## config.mk

```make
export PLATFORM = sky130hd
export DESIGN_NAME = unmp_uart
export DESIGN_NICKNAME = d
export VERILOG_FILES = /design/src/unmp_pkg.sv /design/src/unmp_fifo.sv /design/src/unmp_uart.sv
export SDC_FILE = /design/constraint.sdc
export NUM_CORES = 1
export LEC_CHECK = 0
export ABC_AREA = 1
export BUFFER_PORTS_ARGS = -buffer_cell sky130_fd_sc_hd__buf_2
export CORE_AREA = 2 2 156 158
export CTS_CLUSTER_DIAMETER = 30
export DETAILED_ROUTE_END_ITERATION = 10
export DIE_AREA = 0 0 158 160
export PLACE_DENSITY = 0.75
export SLEW_MARGIN = 20
export SYNTH_ARGS = -nofsm -noshare
export SYNTH_HDL_FRONTEND = slang
export SYNTH_SLANG_ARGS = --single-unit
```

## constraint.sdc

```tcl
create_clock -name sys_clk_i -period 3.5 [get_ports sys_clk_i]
set_clock_uncertainty 0.1 [all_clocks]
set_input_delay 0.35 -clock sys_clk_i [delete_from_list [all_inputs] [get_ports sys_clk_i]]
set_output_delay 0.35 -clock sys_clk_i [all_outputs]
set_load 0.02 [all_outputs]
```

## src/unmp_pkg.sv

```systemverilog
// unmp_pkg: constants shared by the nine-bit multiprocessor serial port and its transmit queue.
// assumes a 16x oversampling baud tick supplied by a rate generator outside the block.
`default_nettype none

package unmp_pkg;

    // serial_control_reg field positions
    localparam int CTL_RX_DONE   = 0;
    localparam int CTL_TX_DONE   = 1;
    localparam int CTL_RX_NINTH  = 2;
    localparam int CTL_TX_NINTH  = 3;
    localparam int CTL_RX_ENABLE = 4;
    localparam int CTL_MULTIPROC = 5;
    localparam int CTL_MODE_9BIT = 7;

    localparam logic [7:0] CTL_RESET  = 8'h00;
    localparam logic [7:0] DATA_RESET = 8'h00;

    localparam int DATA_W     = 8;
    localparam int TXQ_DEPTH  = 32;

    // bit timing in baud ticks, and the index of the last data bit
    localparam logic [3:0] OVS_LAST = 4'hf;
    localparam logic [3:0] OVS_MID  = 4'h7;
    localparam logic [2:0] LAST_BIT = 3'h7;

endpackage

`default_nettype wire

```

## src/unmp_fifo.sv

```systemverilog
// unmp_fifo: flip-flop queue with valid/ready on both sides.
// assumes one clock and a synchronous active-low reset; DEPTH is a power of two.
`timescale 1ns/1ps
`default_nettype none

module unmp_fifo #(
    parameter int WIDTH = 8,
    parameter int DEPTH = 32
) (
    input  wire logic             sys_clk_i,
    input  wire logic             resetn_i,
    input  wire logic             in_valid_i,
    output var  logic             in_ready_o,
    input  wire logic [WIDTH-1:0] in_data_i,
    output var  logic             out_valid_o,
    input  wire logic             out_ready_i,
    output var  logic [WIDTH-1:0] out_data_o
);
    localparam int AW = $clog2(DEPTH);
    localparam logic [AW:0] FULL_CNT = (AW+1)'(DEPTH);

    logic [WIDTH-1:0] mem_ff [DEPTH];
    logic [AW-1:0]    wr_ptr_ff;
    logic [AW-1:0]    rd_ptr_ff;
    logic [AW:0]      count_ff;
    logic             in_ready_ff;
    logic             out_valid_ff;
    wire              push = in_valid_i & in_ready_ff;
    wire              pop  = out_valid_ff & out_ready_i;
    wire  [AW:0]      nxt_count = count_ff + {{AW{1'b0}}, push} - {{AW{1'b0}}, pop};

    assign in_ready_o  = in_ready_ff;
    assign out_valid_o = out_valid_ff;
    assign out_data_o  = mem_ff[rd_ptr_ff];

    always_ff @(posedge sys_clk_i) begin
        if (push) begin
            mem_ff[wr_ptr_ff] <= in_data_i;
        end
    end

    // ready and valid are registered so the fill level never leaks a combinational path
    always_ff @(posedge sys_clk_i) begin
        if (!resetn_i) begin
            wr_ptr_ff    <= '0;
            rd_ptr_ff    <= '0;
            count_ff     <= '0;
            in_ready_ff  <= 1'b0;
            out_valid_ff <= 1'b0;
        end else begin
            wr_ptr_ff    <= wr_ptr_ff + AW'(push);
            rd_ptr_ff    <= rd_ptr_ff + AW'(pop);
            count_ff     <= nxt_count;
            in_ready_ff  <= (nxt_count != FULL_CNT);
            out_valid_ff <= (nxt_count != '0);
        end
    end

endmodule

`default_nettype wire

```

## src/unmp_uart.sv

```systemverilog
// unmp_uart: full-duplex serial port with 8-bit and 9-bit framing and address filtering.
// assumes baud_tick_i pulses at 16x the bit rate and all inputs are synchronous to sys_clk_i.
`timescale 1ns/1ps
`default_nettype none

module unmp_uart (
    input  wire logic       sys_clk_i,
    input  wire logic       resetn_i,
    input  wire logic       baud_tick_i,
    input  wire logic       data_we_i,
    input  wire logic [7:0] data_wdata_i,
    output var  logic       data_ready_o,
    input  wire logic       ctrl_we_i,
    input  wire logic [7:0] ctrl_wdata_i,
    input  wire logic       int_enable_i,
    input  wire logic       rx_line_i,
    output var  logic       tx_line_o,
    output var  logic [7:0] serial_control_reg_o,
    output var  logic [7:0] serial_data_buffer_o,
    output var  logic       irq_o
);
    typedef enum logic [2:0] {ST_IDLE, ST_START, ST_DATA, ST_NINTH, ST_STOP} unmp_state_e;

    // control bits
    logic mode_9bit_ff, multiproc_enable_ff, rx_enable_bit_ff;
    logic tx_ninth_bit_ff, rx_ninth_bit_ff, tx_done_flag_ff, rx_done_flag_ff;
    logic irq_ff;
    logic [7:0] rx_buf_ff;

    // transmit queue
    logic       q_valid;
    logic [7:0] q_data;
    logic       q_pop;

    unmp_fifo #(
        .WIDTH (unmp_pkg::DATA_W),
        .DEPTH (unmp_pkg::TXQ_DEPTH)
    ) u_txq (
        .sys_clk_i   (sys_clk_i),
        .resetn_i    (resetn_i),
        .in_valid_i  (data_we_i),
        .in_ready_o  (data_ready_o),
        .in_data_i   (data_wdata_i),
        .out_valid_o (q_valid),
        .out_ready_i (q_pop),
        .out_data_o  (q_data)
    );

    // transmitter
    unmp_state_e tx_state_ff, nxt_tx_state;
    logic [3:0]  tx_tick_ff;
    logic [2:0]  tx_idx_ff, nxt_tx_idx;
    logic [7:0]  tx_shift_ff, nxt_tx_shift;
    logic        tx_line_ff, nxt_tx_line;
    logic        tx_set_done;

    wire tx_bit_end = baud_tick_i & (tx_tick_ff == unmp_pkg::OVS_LAST);
    wire tx_last    = (tx_idx_ff == unmp_pkg::LAST_BIT);

    always_comb begin
        nxt_tx_state = tx_state_ff;
        nxt_tx_idx   = tx_idx_ff;
        nxt_tx_shift = tx_shift_ff;
        tx_set_done  = 1'b0;
        q_pop        = 1'b0;
        case (tx_state_ff)
            ST_IDLE: begin
                if (q_valid) begin
                    q_pop        = 1'b1;
                    nxt_tx_shift = q_data;
                    nxt_tx_state = ST_START;
                end
            end
            ST_START: begin
                if (tx_bit_end) begin
                    nxt_tx_idx   = '0;
                    nxt_tx_state = ST_DATA;
                end
            end
            ST_DATA: begin
                if (tx_bit_end) begin
                    nxt_tx_shift = {1'b0, tx_shift_ff[7:1]};
                    nxt_tx_idx   = tx_idx_ff + 3'h1;
                    if (tx_last) begin
                        nxt_tx_state = mode_9bit_ff ? ST_NINTH : ST_STOP;
                        tx_set_done  = !mode_9bit_ff;
                    end
                end
            end
            ST_NINTH: begin
                if (tx_bit_end) begin
                    nxt_tx_state = ST_STOP;
                    tx_set_done  = 1'b1;
                end
            end
            ST_STOP: begin
                if (tx_bit_end) begin
                    nxt_tx_state = ST_IDLE;
                end
            end
            default: nxt_tx_state = ST_IDLE;
        endcase
        case (nxt_tx_state)
            ST_START: nxt_tx_line = 1'b0;
            ST_DATA:  nxt_tx_line = nxt_tx_shift[0];
            ST_NINTH: nxt_tx_line = tx_ninth_bit_ff;
            default:  nxt_tx_line = 1'b1;
        endcase
    end

    always_ff @(posedge sys_clk_i) begin
        if (!resetn_i) begin
            tx_state_ff <= ST_IDLE;
            tx_tick_ff  <= '0;
            tx_idx_ff   <= '0;
            tx_shift_ff <= unmp_pkg::DATA_RESET;
            tx_line_ff  <= 1'b1;
        end else begin
            tx_state_ff <= nxt_tx_state;
            tx_tick_ff  <= (tx_state_ff == ST_IDLE) ? 4'h0 : tx_tick_ff + 4'(baud_tick_i);
            tx_idx_ff   <= nxt_tx_idx;
            tx_shift_ff <= nxt_tx_shift;
            tx_line_ff  <= nxt_tx_line;
        end
    end

    // receiver
    unmp_state_e rx_state_ff, nxt_rx_state;
    logic [3:0]  rx_tick_ff;
    logic [2:0]  rx_idx_ff, nxt_rx_idx;
    logic [7:0]  rx_shift_ff, nxt_rx_shift;
    logic        rx_ninth_ff, nxt_rx_ninth;
    logic        rx_prev_ff;

    // the tick counter starts at the edge, so each sample lands mid-bit
    wire rx_sample  = baud_tick_i & (rx_tick_ff == unmp_pkg::OVS_MID);
    wire rx_fall    = rx_prev_ff & !rx_line_i;
    wire rx_end     = rx_sample & (rx_state_ff == ST_STOP);
    // in 8-bit mode the stop bit stands in the ninth-bit field, as on the classic port
    wire rx_frame9  = mode_9bit_ff ? rx_ninth_ff : rx_line_i;
    wire rx_accept  = rx_end & !rx_done_flag_ff
                      & (!(multiproc_enable_ff & mode_9bit_ff) | rx_ninth_ff);

    always_comb begin
        nxt_rx_state = rx_state_ff;
        nxt_rx_idx   = rx_idx_ff;
        nxt_rx_shift = rx_shift_ff;
        nxt_rx_ninth = rx_ninth_ff;
        case (rx_state_ff)
            ST_IDLE: begin
                if (rx_enable_bit_ff && rx_fall) begin
                    nxt_rx_state = ST_START;
                end
            end
            ST_START: begin
                if (rx_sample) begin
                    nxt_rx_idx   = '0;
                    nxt_rx_state = rx_line_i ? ST_IDLE : ST_DATA;   // glitch rejected
                end
            end
            ST_DATA: begin
                if (rx_sample) begin
                    nxt_rx_shift = {rx_line_i, rx_shift_ff[7:1]};
                    nxt_rx_idx   = rx_idx_ff + 3'h1;
                    if (rx_idx_ff == unmp_pkg::LAST_BIT) begin
                        nxt_rx_state = mode_9bit_ff ? ST_NINTH : ST_STOP;
                    end
                end
            end
            ST_NINTH: begin
                if (rx_sample) begin
                    nxt_rx_ninth = rx_line_i;
                    nxt_rx_state = ST_STOP;
                end
            end
            ST_STOP: begin
                if (rx_sample) begin
                    nxt_rx_state = ST_IDLE;   // stop value not checked
                end
            end
            default: nxt_rx_state = ST_IDLE;
        endcase
    end

    always_ff @(posedge sys_clk_i) begin
        if (!resetn_i) begin
            rx_state_ff <= ST_IDLE;
            rx_tick_ff  <= '0;
            rx_idx_ff   <= '0;
            rx_shift_ff <= unmp_pkg::DATA_RESET;
            rx_ninth_ff <= 1'b0;
            rx_prev_ff  <= 1'b1;
        end else begin
            rx_state_ff <= nxt_rx_state;
            rx_tick_ff  <= (rx_state_ff == ST_IDLE) ? 4'h0 : rx_tick_ff + 4'(baud_tick_i);
            rx_idx_ff   <= nxt_rx_idx;
            rx_shift_ff <= nxt_rx_shift;
            rx_ninth_ff <= nxt_rx_ninth;
            rx_prev_ff  <= rx_line_i;
        end
    end

    // control register: hardware set wins over a software write of 0
    wire nxt_tx_done = tx_set_done | (ctrl_we_i ? ctrl_wdata_i[unmp_pkg::CTL_TX_DONE] : tx_done_flag_ff);
    wire nxt_rx_done = rx_accept | (ctrl_we_i ? ctrl_wdata_i[unmp_pkg::CTL_RX_DONE] : rx_done_flag_ff);

    always_ff @(posedge sys_clk_i) begin
        if (!resetn_i) begin
            mode_9bit_ff        <= unmp_pkg::CTL_RESET[unmp_pkg::CTL_MODE_9BIT];
            multiproc_enable_ff <= unmp_pkg::CTL_RESET[unmp_pkg::CTL_MULTIPROC];
            rx_enable_bit_ff    <= unmp_pkg::CTL_RESET[unmp_pkg::CTL_RX_ENABLE];
            tx_ninth_bit_ff     <= unmp_pkg::CTL_RESET[unmp_pkg::CTL_TX_NINTH];
            rx_ninth_bit_ff     <= unmp_pkg::CTL_RESET[unmp_pkg::CTL_RX_NINTH];
            tx_done_flag_ff     <= unmp_pkg::CTL_RESET[unmp_pkg::CTL_TX_DONE];
            rx_done_flag_ff     <= unmp_pkg::CTL_RESET[unmp_pkg::CTL_RX_DONE];
            rx_buf_ff           <= unmp_pkg::DATA_RESET;
            irq_ff              <= 1'b0;
        end else begin
            if (ctrl_we_i) begin
                mode_9bit_ff        <= ctrl_wdata_i[unmp_pkg::CTL_MODE_9BIT];
                multiproc_enable_ff <= ctrl_wdata_i[unmp_pkg::CTL_MULTIPROC];
                rx_enable_bit_ff    <= ctrl_wdata_i[unmp_pkg::CTL_RX_ENABLE];
                tx_ninth_bit_ff     <= ctrl_wdata_i[unmp_pkg::CTL_TX_NINTH];
            end
            if (rx_accept) begin
                rx_buf_ff       <= rx_shift_ff;
                rx_ninth_bit_ff <= rx_frame9;
            end else if (ctrl_we_i) begin
                rx_ninth_bit_ff <= ctrl_wdata_i[unmp_pkg::CTL_RX_NINTH];
            end
            tx_done_flag_ff <= nxt_tx_done;
            rx_done_flag_ff <= nxt_rx_done;
            irq_ff          <= int_enable_i & (nxt_tx_done | nxt_rx_done);
        end
    end

    assign tx_line_o            = tx_line_ff;
    assign irq_o                = irq_ff;
    assign serial_data_buffer_o = rx_buf_ff;   // transmit side never readable
    assign serial_control_reg_o = {mode_9bit_ff, 1'b0, multiproc_enable_ff, rx_enable_bit_ff,
                                   tx_ninth_bit_ff, rx_ninth_bit_ff, tx_done_flag_ff, rx_done_flag_ff};

    // checks
    AST_IRQ_FOLLOWS: assert property (@(posedge sys_clk_i) disable iff (!resetn_i)
        ##1 ($past(int_enable_i) & (tx_done_flag_ff | rx_done_flag_ff)) |-> irq_o)
        else $error("interrupt missing while a done flag is set");
    AST_TX_DONE_AT_STOP: assert property (@(posedge sys_clk_i) disable iff (!resetn_i)
        (tx_state_ff != ST_STOP) ##1 (tx_state_ff == ST_STOP) |-> tx_done_flag_ff)
        else $error("tx done not set as stop bit starts");
    AST_STOP_LINE_HIGH: assert property (@(posedge sys_clk_i) disable iff (!resetn_i)
        (tx_state_ff == ST_STOP) |-> tx_line_o)
        else $error("stop bit not high");
    AST_START_LINE_LOW: assert property (@(posedge sys_clk_i) disable iff (!resetn_i)
        (tx_state_ff == ST_START) |-> !tx_line_o)
        else $error("start bit not low");
    AST_NINTH_FROM_CTRL: assert property (@(posedge sys_clk_i) disable iff (!resetn_i)
        $rose(tx_state_ff == ST_NINTH) |-> tx_line_o == $past(tx_ninth_bit_ff))
        else $error("ninth bit does not follow control");
    AST_REFUSE_KEEPS_BUF: assert property (@(posedge sys_clk_i) disable iff (!resetn_i)
        (rx_end & rx_done_flag_ff) |=> $stable(serial_data_buffer_o))
        else $error("buffer overwritten while receive done set");
    AST_ACCEPT_LOADS: assert property (@(posedge sys_clk_i) disable iff (!resetn_i)
        rx_accept |=> rx_done_flag_ff && serial_data_buffer_o == $past(rx_shift_ff))
        else $error("accepted character not loaded");
    AST_MCE_FILTER: assert property (@(posedge sys_clk_i) disable iff (!resetn_i)
        (rx_end & multiproc_enable_ff & mode_9bit_ff & !rx_ninth_ff) |=> !$rose(rx_done_flag_ff))
        else $error("data character flagged under multiprocessor filter");
    AST_RX_NEEDS_EN: assert property (@(posedge sys_clk_i) disable iff (!resetn_i)
        (rx_state_ff == ST_IDLE && !rx_enable_bit_ff) |=> rx_state_ff == ST_IDLE)
        else $error("reception started while disabled");
    AST_FLAG_STICKY: assert property (@(posedge sys_clk_i) disable iff (!resetn_i)
        (tx_done_flag_ff && !ctrl_we_i) |=> tx_done_flag_ff)
        else $error("tx done cleared without software");
    AST_RX_FLAG_STICKY: assert property (@(posedge sys_clk_i) disable iff (!resetn_i)
        (rx_done_flag_ff && !ctrl_we_i) |=> rx_done_flag_ff)
        else $error("rx done cleared without software");
    AST_IRQ_NEEDS_FLAG: assert property (@(posedge sys_clk_i) disable iff (!resetn_i)
        irq_o |-> (tx_done_flag_ff | rx_done_flag_ff))
        else $error("interrupt raised with no done flag set");

    COV_TX_NINE: cover property (@(posedge sys_clk_i) disable iff (!resetn_i)
        tx_state_ff == ST_NINTH ##1 tx_state_ff == ST_STOP);
    COV_RX_ACCEPT: cover property (@(posedge sys_clk_i) disable iff (!resetn_i) rx_accept);
    COV_RX_REFUSE: cover property (@(posedge sys_clk_i) disable iff (!resetn_i) rx_end & !rx_accept);
    COV_QUEUE_FULL: cover property (@(posedge sys_clk_i) disable iff (!resetn_i) !data_ready_o);

endmodule

`default_nettype wire

```

* After elaboration in Yosys (flattened, before gate mapping) *
Memory sizes are Yosys's and may differ from the RTL's. A register that Yosys moved wholly into a read port is not among the register bits.
Index checks and enable logic that the tools add are counted.

storage, ports and cells
  register bits after elaboration = 73
  memory bits (writable) = 256
  word-level logic and storage cells = 134
  memories kept = 1

memories
  memory        words  width  rd ports  clocked after memory_dff  wr ports  RTL line         source
  u_txq.mem_ff  32     8      1         1                         1         unmp_fifo.sv:22  logic [WIDTH-1:0] mem_ff [DEPTH];

cells by class
  add/subtract/negate cells = 8
  equality and inequality tests = 25
  muxes and demuxes = 39
  bitwise logic cells = 15
  reduce and logical (&&, ||, !) cells = 20

operators with widths
  cell                                                  count
  two-way mux 3 bit                                     16
  one-hot mux 3 bit (5 select lines)                    2
  equality test 3 x 2 -> 1 bit (second input constant)  6
  two-way mux 8 bit                                     2
  != test 2 bit (second input constant)                 8
  one-hot mux 8 bit (2 select lines)                    1
  equality test 3 bit (second input constant)           4
  two-way mux 1 bit                                     12
  one-hot mux 3 bit (2 select lines)                    2
  adder 5 x 1 -> 5 bit                                  2
  bitwise AND 1 bit                                     10
  equality test 3 x 1 -> 1 bit (second input constant)  3
  AND reduction 3 bit                                   3
  adder 4 x 1 -> 4 bit                                  2
  nonzero test 2 bit                                    4
  adder 3 x 1 -> 3 bit (second input constant)          2
  adder 6 x 1 -> 6 bit                                  1
  zero test 3 bit                                       2
  != test 6 bit (second input constant)                 1
  AND reduction 6 bit                                   1
  nonzero test 6 bit                                    1
  subtractor 6 x 1 -> 6 bit                             1
  two-way mux 5 bit                                     1
  equality test 4 x 3 -> 1 bit (second input constant)  1
  other kinds (11)                                      19

* Logic depth before layout (Yosys ltp) *
Gate-level depths: netlist of run 1.

  word-level depth = 8
  gate-level depth with buffers = 17
  gate-level depth less buffers = 17

* Hierarchy *
Synthesis of run 1 repeated with hierarchy kept, for this count alone.

second synthesis, totals
  cells, all modules = 1366
  area, all modules = 13828.3 um^2

by module, submodules not included
  module     times used  cells each  area each (um^2)  sequential area each (um^2)
  unmp_fifo  1           1023        11312.1           8047.7
  unmp_uart  1           343         2516.2            1101.1

* Worst setup path after synthesis of run 1 *
OpenSTA, ideal clock, no wires.

  path kind = flip-flop to flip-flop
  start point = reg tx_state_ff[2]
  end point = reg u_txq.out_valid_ff (netlist: u_txq.out_valid_o)
  setup time = 133 ps
  arrival = 2430 ps
  required time = 3267 ps
  setup slack = 837 ps
  cell stages (with the launch flop) = 16
  buffers on the path = 0
  period minus slack after synthesis = 2663 ps
  cells stage by stage = dfxtp_1 -> nor2_1 -> inv_1 -> nor2_1 -> inv_1 -> nor2_2 -> ha_1 -> inv_1 -> ha_1 -> inv_1 -> fa_1 -> o21ai_0 -> xor2_1 -> nand4_1 -> nand2_1 -> o21ai_0

on the way
  longest elaborated chain between the ends = 5

RTL lines
  item                       RTL line          source
  start, declared            unmp_uart.sv:50   unmp_state_e tx_state_ff, nxt_tx_state;
  start signal, assigned     unmp_uart.sv:119  tx_state_ff <= nxt_tx_state;
  zero test 3 bit            unmp_uart.sv:66   case (tx_state_ff)
  two-way mux 1 bit          unmp_uart.sv:66
  bitwise AND 1 bit          unmp_fifo.sv:29   wire pop = out_valid_ff & out_ready_i;
  subtractor 6 x 1 -> 6 bit  unmp_fifo.sv:30   wire [AW:0] nxt_count = count_ff + {{AW{1'b0}}, push} - {{AW{1'b0}}, pop};
  nonzero test 6 bit         unmp_fifo.sv:55   out_valid_ff <= (nxt_count != '0);
  end signal, assigned       unmp_fifo.sv:55
  end, declared              unmp_fifo.sv:27   logic out_valid_ff;

Every way passes these cells.
A chain may end at the register's enable or synchronous reset.

* Final worst setup path of run 1 *
Ends and elaborated chain as after synthesis.

==> flow_summary.ini, run 1 <==
[clocking]
cts_hold_buf = 5
post_cts_resize_count = 0
ctsLongestPathBuffers = 3
cts.sinks = 329
cts-root-buf = clkbuf_16
cts_tree = done
clk_pin_slew_ps = 50
cts_buffers = 53
cts_setup_buffers = 0
cts_max_level = 2
clkLatencyLatePin_ps = 540

[timing]
worst_slew_pin_slew_ps = 894
fmax_mhz = 357
slew_headroom_pct = 40.2
slew_violations = 0
fin_crit_ps = 2800
hold_viol = 0
setup_viol = 0
rsz0062_at_grt = no
whs_ps = 31.5
timing.setup.tns_ps = 0
period_share_pct = 80.0

[synthesis]
syn-num-nets = 1254
netlist_instances = 1212
syn-cell-area_mm2 = 0.0136
synth_ff_type = edfxtp_1
synth-edff-count = 256
synth_cell_types = 46
yosysSeqAreaShare_pct = 67.5
synth_seq_cells = 329
avgSynthCellArea_um2 = 11.2
yosys_warnings = 0
synthArstFlopShare_pct = 0

[worst_setup_path]
crit_type = register to register
worstPathArrival_ps = 3110
worstPathMaxFanout = 5
critPathRequiredTime_ps = 3810
critPathLaunchType = register
endpoint_kind = register

[pwr]
clkPwrFrac_pct = 41.2
p_int_mw = 8.24
switching_share_pct = 30.7
p_sw_mw = 3.66
pwr-share-seq_pct = 37.7
pwr_density_cell_mw_per_mm2 = 762
combinationalPowerShare_pct = 21.1
max-vdd-ir-drop_mv = 0.544
p_leak_nw = 5.61

[route]
wl_per_cell_um = 18.9
first_pass_iters = 5
ant_nets = 0
vias = 9307
routed_wl_um = 30700
avgViaCountPerCell = 5.73
drtIter0Drc = 1070
detail_route.drc_violations = 0

[finish]
fillers = 1766
finalNonFillerCells = 1624
area_growth_pct = 15.1
n_antenna_cell = 0
nets = 1300
post-route-util_pct = 65.5
drive_gt1_share_pct = 11.8

[global_routing]
grt_use_total_pct = 24.8
grt_pass1_vias = 8930
grt_first_pass_wirelength_um = 48000
gr-total-overflow = 0
grt_max_degree = 131
antenna_found_initial = 0

[worst_hold_path]
hold_class = primary input to register

[die]
start_util_pct = 56.9
die_x_um = 158
fp-row-count = 57
die_area_mm2 = 0.0253
die-height_um = 160
pin_count = 42
core_mm2 = 0.0238

[placed_design]
numPortBuffers = 39
gp_congestion = 0.891
place_hpwl_um = 17500
dpl.cell_count = 1522

[outcome]
status = finished, final reports clean

[flow_run]
cap_violations = 0
-- critical path: stages, from the launching register on --
cell and delay, ps:
dfxtp_1 340, nor2_1 90, inv_1 90, nor2_1 100
inv_1 70, nor2_2 160, ha_1 280, inv_1 70
ha_1 180, inv_1 70, fa_1 430, o21ai_0 230
xor2_1 210, nand4_1 110, nand2_1 90, o21ai_0 80
-- metal layers --
metal | GRT usage [%] | vias to the layer above | wire length [µm]
li1 | - | 4374 | -
met1 | 34.0 | 4439 | 12400
met2 | 39.0 | 410 | 14500
met3 | 5.64 | 84 | 2740
met4 | 9.25 | 0 | 1040
met5 | 0 | - | 0
-- cell usage in the layout (no fill, tap or decap), drive strengths merged, types with 5 or more instances in the layout --
master / instances
o221ai: 15
clkbuf: 59
nor2: 207
edfxtp: 256
nand4: 17
dlygate4sd3: 5
a211oi: 8
o21ai: 146
clkinvlp: 9
buf: 51
o211ai: 14
inv: 97
a21oi: 42
dfxtp: 73
nand2: 139
o22ai: 36
ha: 18
nand3: 54
clkinv: 25
xnor2: 5
-- Yosys cell counts (all sizes together), types with 14 or more instances --
master | count | area (µm²)
a21oi | 42 | 210
buf | 47 | 358
clkbuf | 18 | 70.1
dfxtp | 73 | 1460
edfxtp | 256 | 7690
ha | 18 | 225
inv | 92 | 345
nand2 | 139 | 524
nand3 | 54 | 275
nand4 | 17 | 113
nor2 | 207 | 795
o211ai | 14 | 105
o21ai | 146 | 731
o221ai | 15 | 131
o22ai | 36 | 225
-- cells by family (layout without fill, tap and decap cells) --
logic type,Yosys count,after routing,share of synthesized area [%]
simple gates,424,424,13.0
flops,329,329,67.5
compound gates,268,268,11.2
buf+inv,162,250,5.84
fa+ha+maj,19,19,1.81
xor+xnor,8,8,0.517
other cells,1,1,0.0277
mux,1,1,0.0738
-- sequential cells by signal, indices dropped and copies added, names as in the netlist, 3 cells and up --
register,cells
serial_data_buffer_o,8
u_txq.wr_ptr_ff,5
rx_tick_ff,4
rx_state_ff,3
rx_shift_ff,8
tx_idx_ff,3
u_txq.rd_ptr_ff,5
tx_tick_ff,4
rx_idx_ff,3
tx_shift_ff,8
u_txq.count_ff,6
u_txq.mem_ff,256
tx_state_ff,3
-- layout make-up --
cell class	instances	area, µm²	share of cell area [%]
Inverter	97	365	2.34
Clock buffer	59	1350	8.65
Timing Repair Buffer	56	360	2.31
Clock inverter	38	348	2.23
Multi-Input combinational cell	721	3620	23.2
Tap cell	324	405	2.60
Sequential cell	329	9150	58.7
-- through the flow --
stage / setup WS [ps] / total power [mW] / cell area, µm²
final: 701 / 11.9 / 15600
after global routing: 394 / 12.4 / 15600
after CTS: 711 / 11.9 / 15600
after detailed placement: 815 / 7.00 / 13900
after global placement: 814 / 6.93 / 13900
after floorplan: 837 / 6.43 / 13600
-- power by group through the flow --
stage	sequential [mW]	combinational (mW)	clock (mW)
finish	4.48	2.51	4.90
global route	4.50	2.80	5.11
CTS	4.48	2.50	4.93
detailed placement	4.55	2.45	0
global placement	4.55	2.38	0
floorplan	4.54	1.89	0
-- path summary, 6_finish.rpt --
kind,slack (ps),startpoint,endpoint,cells after the start
max,700,tx_state_ff[2],u_txq.out_valid_o,15
min,30,ctrl_wdata_i[7],mode_9bit_ff,3
max reg2reg,700,tx_state_ff[2],u_txq.out_valid_o,15
min reg2reg,360,rx_idx_ff[0],rx_idx_ff[0],1
No activity file was read; power rests on OpenSTA's default activity.
==> run 2, diff against run 1 <==
- CORE_AREA: 2 2 156 158 -> 2 2 159 161
- DIE_AREA: 0 0 158 160 -> 0 0 161 163
- clock period: 3.5 -> 2.45 ns (I/O delays scaled with it)
==> run 2 against run 1 <==
Effect of this change:
- die area up 3.8%
- routed wire length up 3.6%
- non-clock buffer count up 51
- cell area up 3.6%
- power up 49%
- critical path depth unchanged
- sequential power up 43%
- clock power up 49%
- register-to-register slack worse by 600 ps
==> flow_summary.ini, run 2 (same netlist as run 1, synthesis figures left out) <==
[pwr]
switching_share_pct = 30.4
pwr-share-seq_pct = 36.1
clkPwrFrac_pct = 41.1
p_sw_mw = 5.40
max-vdd-ir-drop_mv = 0.639
p_int_mw = 12.3
power.total_mw = 17.7
p_leak_nw = 5.95
combinationalPowerShare_pct = 22.8
pwr_density_cell_mw_per_mm2 = 1100

[timing]
slew_headroom_pct = 52.0
hold_viol = 0
slew_violations = 0
rsz0062_at_grt = yes
timing.setup.tns_ps = 0
period_share_pct = 95.9
setup_viol = 0
fin_crit_ps = 2350
worst_slew_pin_slew_ps = 720
fmax_mhz = 425

[die]
pin_count = 42
die_x_um = 161
die_area_mm2 = 0.0262
die-height_um = 163
fp-row-count = 58
start_util_pct = 54.9
core_mm2 = 0.0247

[finish]
final_common_cell = edfxtp_1
largest_reg_flops = 256
area_growth_pct = 19.2
post-route-util_pct = 65.5
finalNonFillerCells = 1675
final_cell_mix = 256 x edfxtp_1, 199 x nor2_1, 138 x nand2_1, 127 x o21ai_0, 86 x inv_1
stdcell_area_mm2 = 0.0162
drive_gt1_share_pct = 15.7
nets = 1347
regMostFlops = u_txq.mem_ff
fillers = 1770
n_antenna_cell = 0

[worst_setup_path]
critPathLaunchType = register
critPathRequiredTime_ps = 2770
crit_chain = nor2_2 -> inv_2 -> nor2_2 -> inv_2 -> nor2_4 -> ha_4 -> inv_2 -> ha_4 -> inv_2 -> fa_2 -> o21ai_2 -> xor2_1 -> nand4_1 -> nand2_1 -> o21ai_1
worstPathMaxFanout = 2
endpoint_kind = register
max_stage_delay_ps = 350
worstPathArrival_ps = 2670
cp_top_family = adder cells
crit_type = register to register
crit_buf_inv = 4
path_common_cell = inv_2
crit_path_top_delay_cell = fa_2

[placed_design]
placedInstanceArea_mm2 = 0.0142
numPortBuffers = 39
dpl.cell_count = 1568
place_hpwl_um = 18500
gp_congestion = 0.938

[global_routing]
grt_pass1_vias = 9331
gr-total-overflow = 0
antenna_found_initial = 0
grt_use_total_pct = 24.4
grt_first_pass_wirelength_um = 49700
grt_max_degree = 73

[route]
ant_nets = 0
avgViaCountPerCell = 5.71
drtIter0Drc = 1028
routed_wl_um = 31800
vias = 9568
wl_per_cell_um = 19.0
detail_route.drc_violations = 0
first_pass_iters = 5

[flow_run]
cap_violations = 0

[clocking]
cts_max_level = 2
cts_buffers = 49
clk_pin_slew_ps = 50
cts.sinks = 329
clkLatencyLatePin_ps = 540
cts_tree = done
cts-root-buf = clkbuf_16
ctsLongestPathBuffers = 3

[outcome]
status = finished, final reports clean

[worst_hold_path]
hold_class = primary input to register
run 2: timing repair:
action / CTS / global route
hold buffers: 11 / 0
gates resized for setup: 8 / 7
endpoints found under the hold margin: 9 / 0
setup endpoints to repair: 1 / 4
pin swaps: 8 / 7
setup buffers: 5 / 0
run 2: power groups by stage:
| stage | Sequential [mW] | Combinational, mW | Clock, mW |
|---|---|---|---|
| 3_3_place_gp | 6.50 | 3.65 | 0 |
| 4_1_cts | 6.41 | 3.95 | 7.36 |
| 5_1_grt | 6.43 | 4.46 | 7.61 |
| 6_report | 6.41 | 4.04 | 7.29 |
| 2_1_floorplan | 6.49 | 2.73 | 0 |
| 3_5_place_dp | 6.52 | 3.77 | 0 |
run 2: worst paths after layout:
path             startpoint           endpoint  slack, ps  cells past startpoint
max          tx_state_ff[2]  u_txq.out_valid_o        100                     15
min             baud_tick_i      tx_tick_ff[0]         40                      4
max reg2reg  tx_state_ff[2]  u_txq.out_valid_o        100                     15
min reg2reg  rx_shift_ff[5]     rx_shift_ff[4]        370                      2
run 2: through the flow:
stage | hold WS, ps | setup WS, ps
final | 37.5 | 99.2
after detailed placement | 357 | -3.49
after global routing | 70.5 | -65.7
after global placement | 349 | 53.0
after floorplan | 244 | 21.1
after CTS | 5.58 | 26.8
run 2: area by class of cell:
class                      instances  area, µm²  share of cell area, %
timing repair buffer             107        808                   5.00
clock inverter                    35        439                   2.72
inverter                          97        365                   2.26
clock buffer                      56       1310                   8.08
sequential                       329       9160                   56.7
tap                              330        413                   2.56
multi-input combinational        721       3670                   22.7
run 2: per-layer routing:
| layer | part of all wire [%] | vias to the layer above | track usage (%) |
|---|---|---|---|
| li1 | - | 4473 | - |
| met1 | 40 | 4592 | 32.3 |
| met2 | 49 | 430 | 40.8 |
| met3 | 8.0 | 73 | 4.30 |
| met4 | 2.8 | 0 | 9.09 |
| met5 | 0 | - | 0 |
run 2: tightest hold or removal path: stages:
cell	delay (ps)
buf_2	140
ha_1	140
inv_1	30
nor2_1	80
==> run 3, diff against run 2 <==
- CORE_AREA: 2 2 159 161 -> 2 2 188 190
- DIE_AREA: 0 0 161 163 -> 0 0 190 192
- PLACE_DENSITY: 0.75 -> unset
- clock period: 2.45 -> 3 ns (I/O delays scaled with it)
==> run 3 against run 2 <==
Effect of this change:
- die area grew 39%
- critical path depth is the same
- worst setup slack gained 250 ps
- largest power group unchanged
- combinational power shrank 25%
- maximum frequency shrank 11%
- power shrank 12%
- via count shrank 2.3%
- highest routed layer unchanged
- sequential power shrank 18%
- first-iteration DRC count shrank 33%
==> flow_summary.ini, run 3 (same netlist as run 1, synthesis figures left out) <==
[clocking]
cts_buffers = 67
clkLatencyLatePin_ps = 560
cts.sinks = 329
ctsLongestPathBuffers = 3
clk_pin_slew_ps = 50
post_cts_resize_count = 0
cts_hold_buf = 10
cts_setup_buffers = 0
cts_tree = done
cts_max_level = 3
cts-root-buf = clkbuf_16

[die]
pin_count = 42
die_x_um = 190
fp-row-count = 68
start_util_pct = 39.5
die_area_mm2 = 0.0365
core_mm2 = 0.0343
die-height_um = 192

[finish]
largest_reg_flops = 256
n_antenna_cell = 0
area_growth_pct = 23.4
finalNonFillerCells = 1826
final_common_cell = edfxtp_1
final_cell_mix = 256 x edfxtp_1, 202 x nor2_1, 138 x nand2_1, 129 x o21ai_0, 90 x inv_1
drive_gt1_share_pct = 15.5
regMostFlops = u_txq.mem_ff
nets = 1362

[route]
ant_nets = 0
vias = 9345
avgViaCountPerCell = 5.12
routed_wl_um = 32000
detail_route.drc_violations = 0
first_pass_iters = 6
drtIter0Drc = 686
wl_per_cell_um = 17.5

[timing]
rsz0062_at_grt = no
period_share_pct = 88.4
hold_viol = 0
fmax_mhz = 377
slew_violations = 0
worst_slew_pin_slew_ps = 717
timing.setup.tns_ps = 0
fin_crit_ps = 2650
slew_headroom_pct = 51.9
setup_viol = 0

[outcome]
status = finished, final reports clean

[placed_design]
place_hpwl_um = 18900
numPortBuffers = 39
dpl.cell_count = 1696
gp_congestion = 0.803

[worst_hold_path]
hold_class = primary input to register

[worst_setup_path]
crit_start = tx_state_ff[2]
reg2reg_setup_slack_ps = 350
critPathRequiredTime_ps = 3310
crit_chain = nor2_1 -> inv_1 -> nor2_1 -> inv_1 -> nor2_2 -> ha_1 -> inv_1 -> ha_1 -> inv_1 -> fa_1 -> o21ai_0 -> xor2_1 -> nand4_1 -> nand2_1 -> o21ai_0
regToRegEndpoint = u_txq.out_valid_o
crit_buf_inv = 4
r2r-start = tx_state_ff[2]
critPathLaunchType = register
path_common_cell = inv_1
crit_type = register to register
crit_end = u_txq.out_valid_o
endpoint_kind = register
worstPathArrival_ps = 2960
cp_num_cells = 15
crit_path_top_delay_cell = fa_1
rr_worst_depth = 15
max_stage_delay_ps = 420
worstPathMaxFanout = 5
cp_top_family = adder cells

[pwr]
p_leak_nw = 6.15
pwr_density_cell_mw_per_mm2 = 932
pwr-share-seq_pct = 33.9
p_int_mw = 11.0
p_sw_mw = 4.57
combinationalPowerShare_pct = 19.3
clkPwrFrac_pct = 46.9
max-vdd-ir-drop_mv = 0.446
switching_share_pct = 29.3

[global_routing]
grt_use_total_pct = 17.7
antenna_found_initial = 0
grt_first_pass_wirelength_um = 49800
grt_pass1_vias = 9033
grt_max_degree = 73
gr-total-overflow = 0

[flow_run]
cap_violations = 0
## run 3: cell count changes in the layout (fill, tap and decap cells not counted), sizes merged
cell	before	now
inv	104	93
buf	96	94
clkinv	18	27
dlygate4sd3	11	10
clkbuf	56	82
clkinvlp	2	7
## run 3: cell type report
type	instances	area, µm²
multi-input combinational	721	3620
sequential	329	9150
inverter	97	365
tap	455	569
clock inverter	38	489
fill	2965	17600
timing repair buffer	104	746
clock buffer	82	1790
## run 3: tightest hold or removal path: cells and delay by family
family          cells  cell delay, ps
compound gates      1              90
simple gates        1             100
buf+inv             1             140
## run 3: metal layers
metal	vias to the layer above	track usage (%)	part of all wire, %
met2	250	28.3	47
met3	62	3.80	5.9
li1	4506	-	-
met1	4527	23.6	45
met4	0	7.22	2.8
met5	-	0	0
## run 3: power groups by stage
| stage | Sequential (mW) | Clock (mW) | Combinational, mW |
|---|---|---|---|
| 4_1_cts | 5.28 | 7.41 | 3.01 |
| 3_5_place_dp | 5.36 | 0 | 2.98 |
| 6_report | 5.28 | 7.31 | 3.01 |
| 3_3_place_gp | 5.36 | 0 | 2.94 |
| 5_1_grt | 5.30 | 7.65 | 3.39 |
| 2_1_floorplan | 5.30 | 0 | 2.20 |
## run 3: metrics by stage
| stage | util, % | hold WS (ps) | area (µm²) | setup slack (ps) | total power, mW |
|---|---|---|---|---|---|
| 2_1_floorplan | - | 299 | 13600 | 337 | 7.50 |
| 3_3_place_gp | 41.9 | 349 | 14400 | 358 | 8.29 |
| 3_5_place_dp | 41.9 | 354 | 14400 | 358 | 8.35 |
| 4_1_cts | 48.8 | 16.9 | 16700 | 329 | 15.7 |
| 5_1_grt | 48.8 | 51.3 | 16700 | 44.4 | 16.3 |
| 6_report | 48.8 | 28.1 | 16700 | 347 | 15.6 |
## run 3: worst min-delay path by stage
stage	depth (start not counted)	from	end
3_5_place_dp	1	rx_idx_ff[0]	rx_idx_ff[0]
4_1_cts	3	ctrl_we_i	tx_ninth_bit_ff
3_3_place_gp	1	tx_idx_ff[0]	tx_idx_ff[0]
5_1_grt	3	ctrl_we_i	tx_ninth_bit_ff
6_report	3	ctrl_we_i	tx_ninth_bit_ff
2_1_floorplan	0	data_wdata_i[0]	u_txq.mem_ff[0][0]
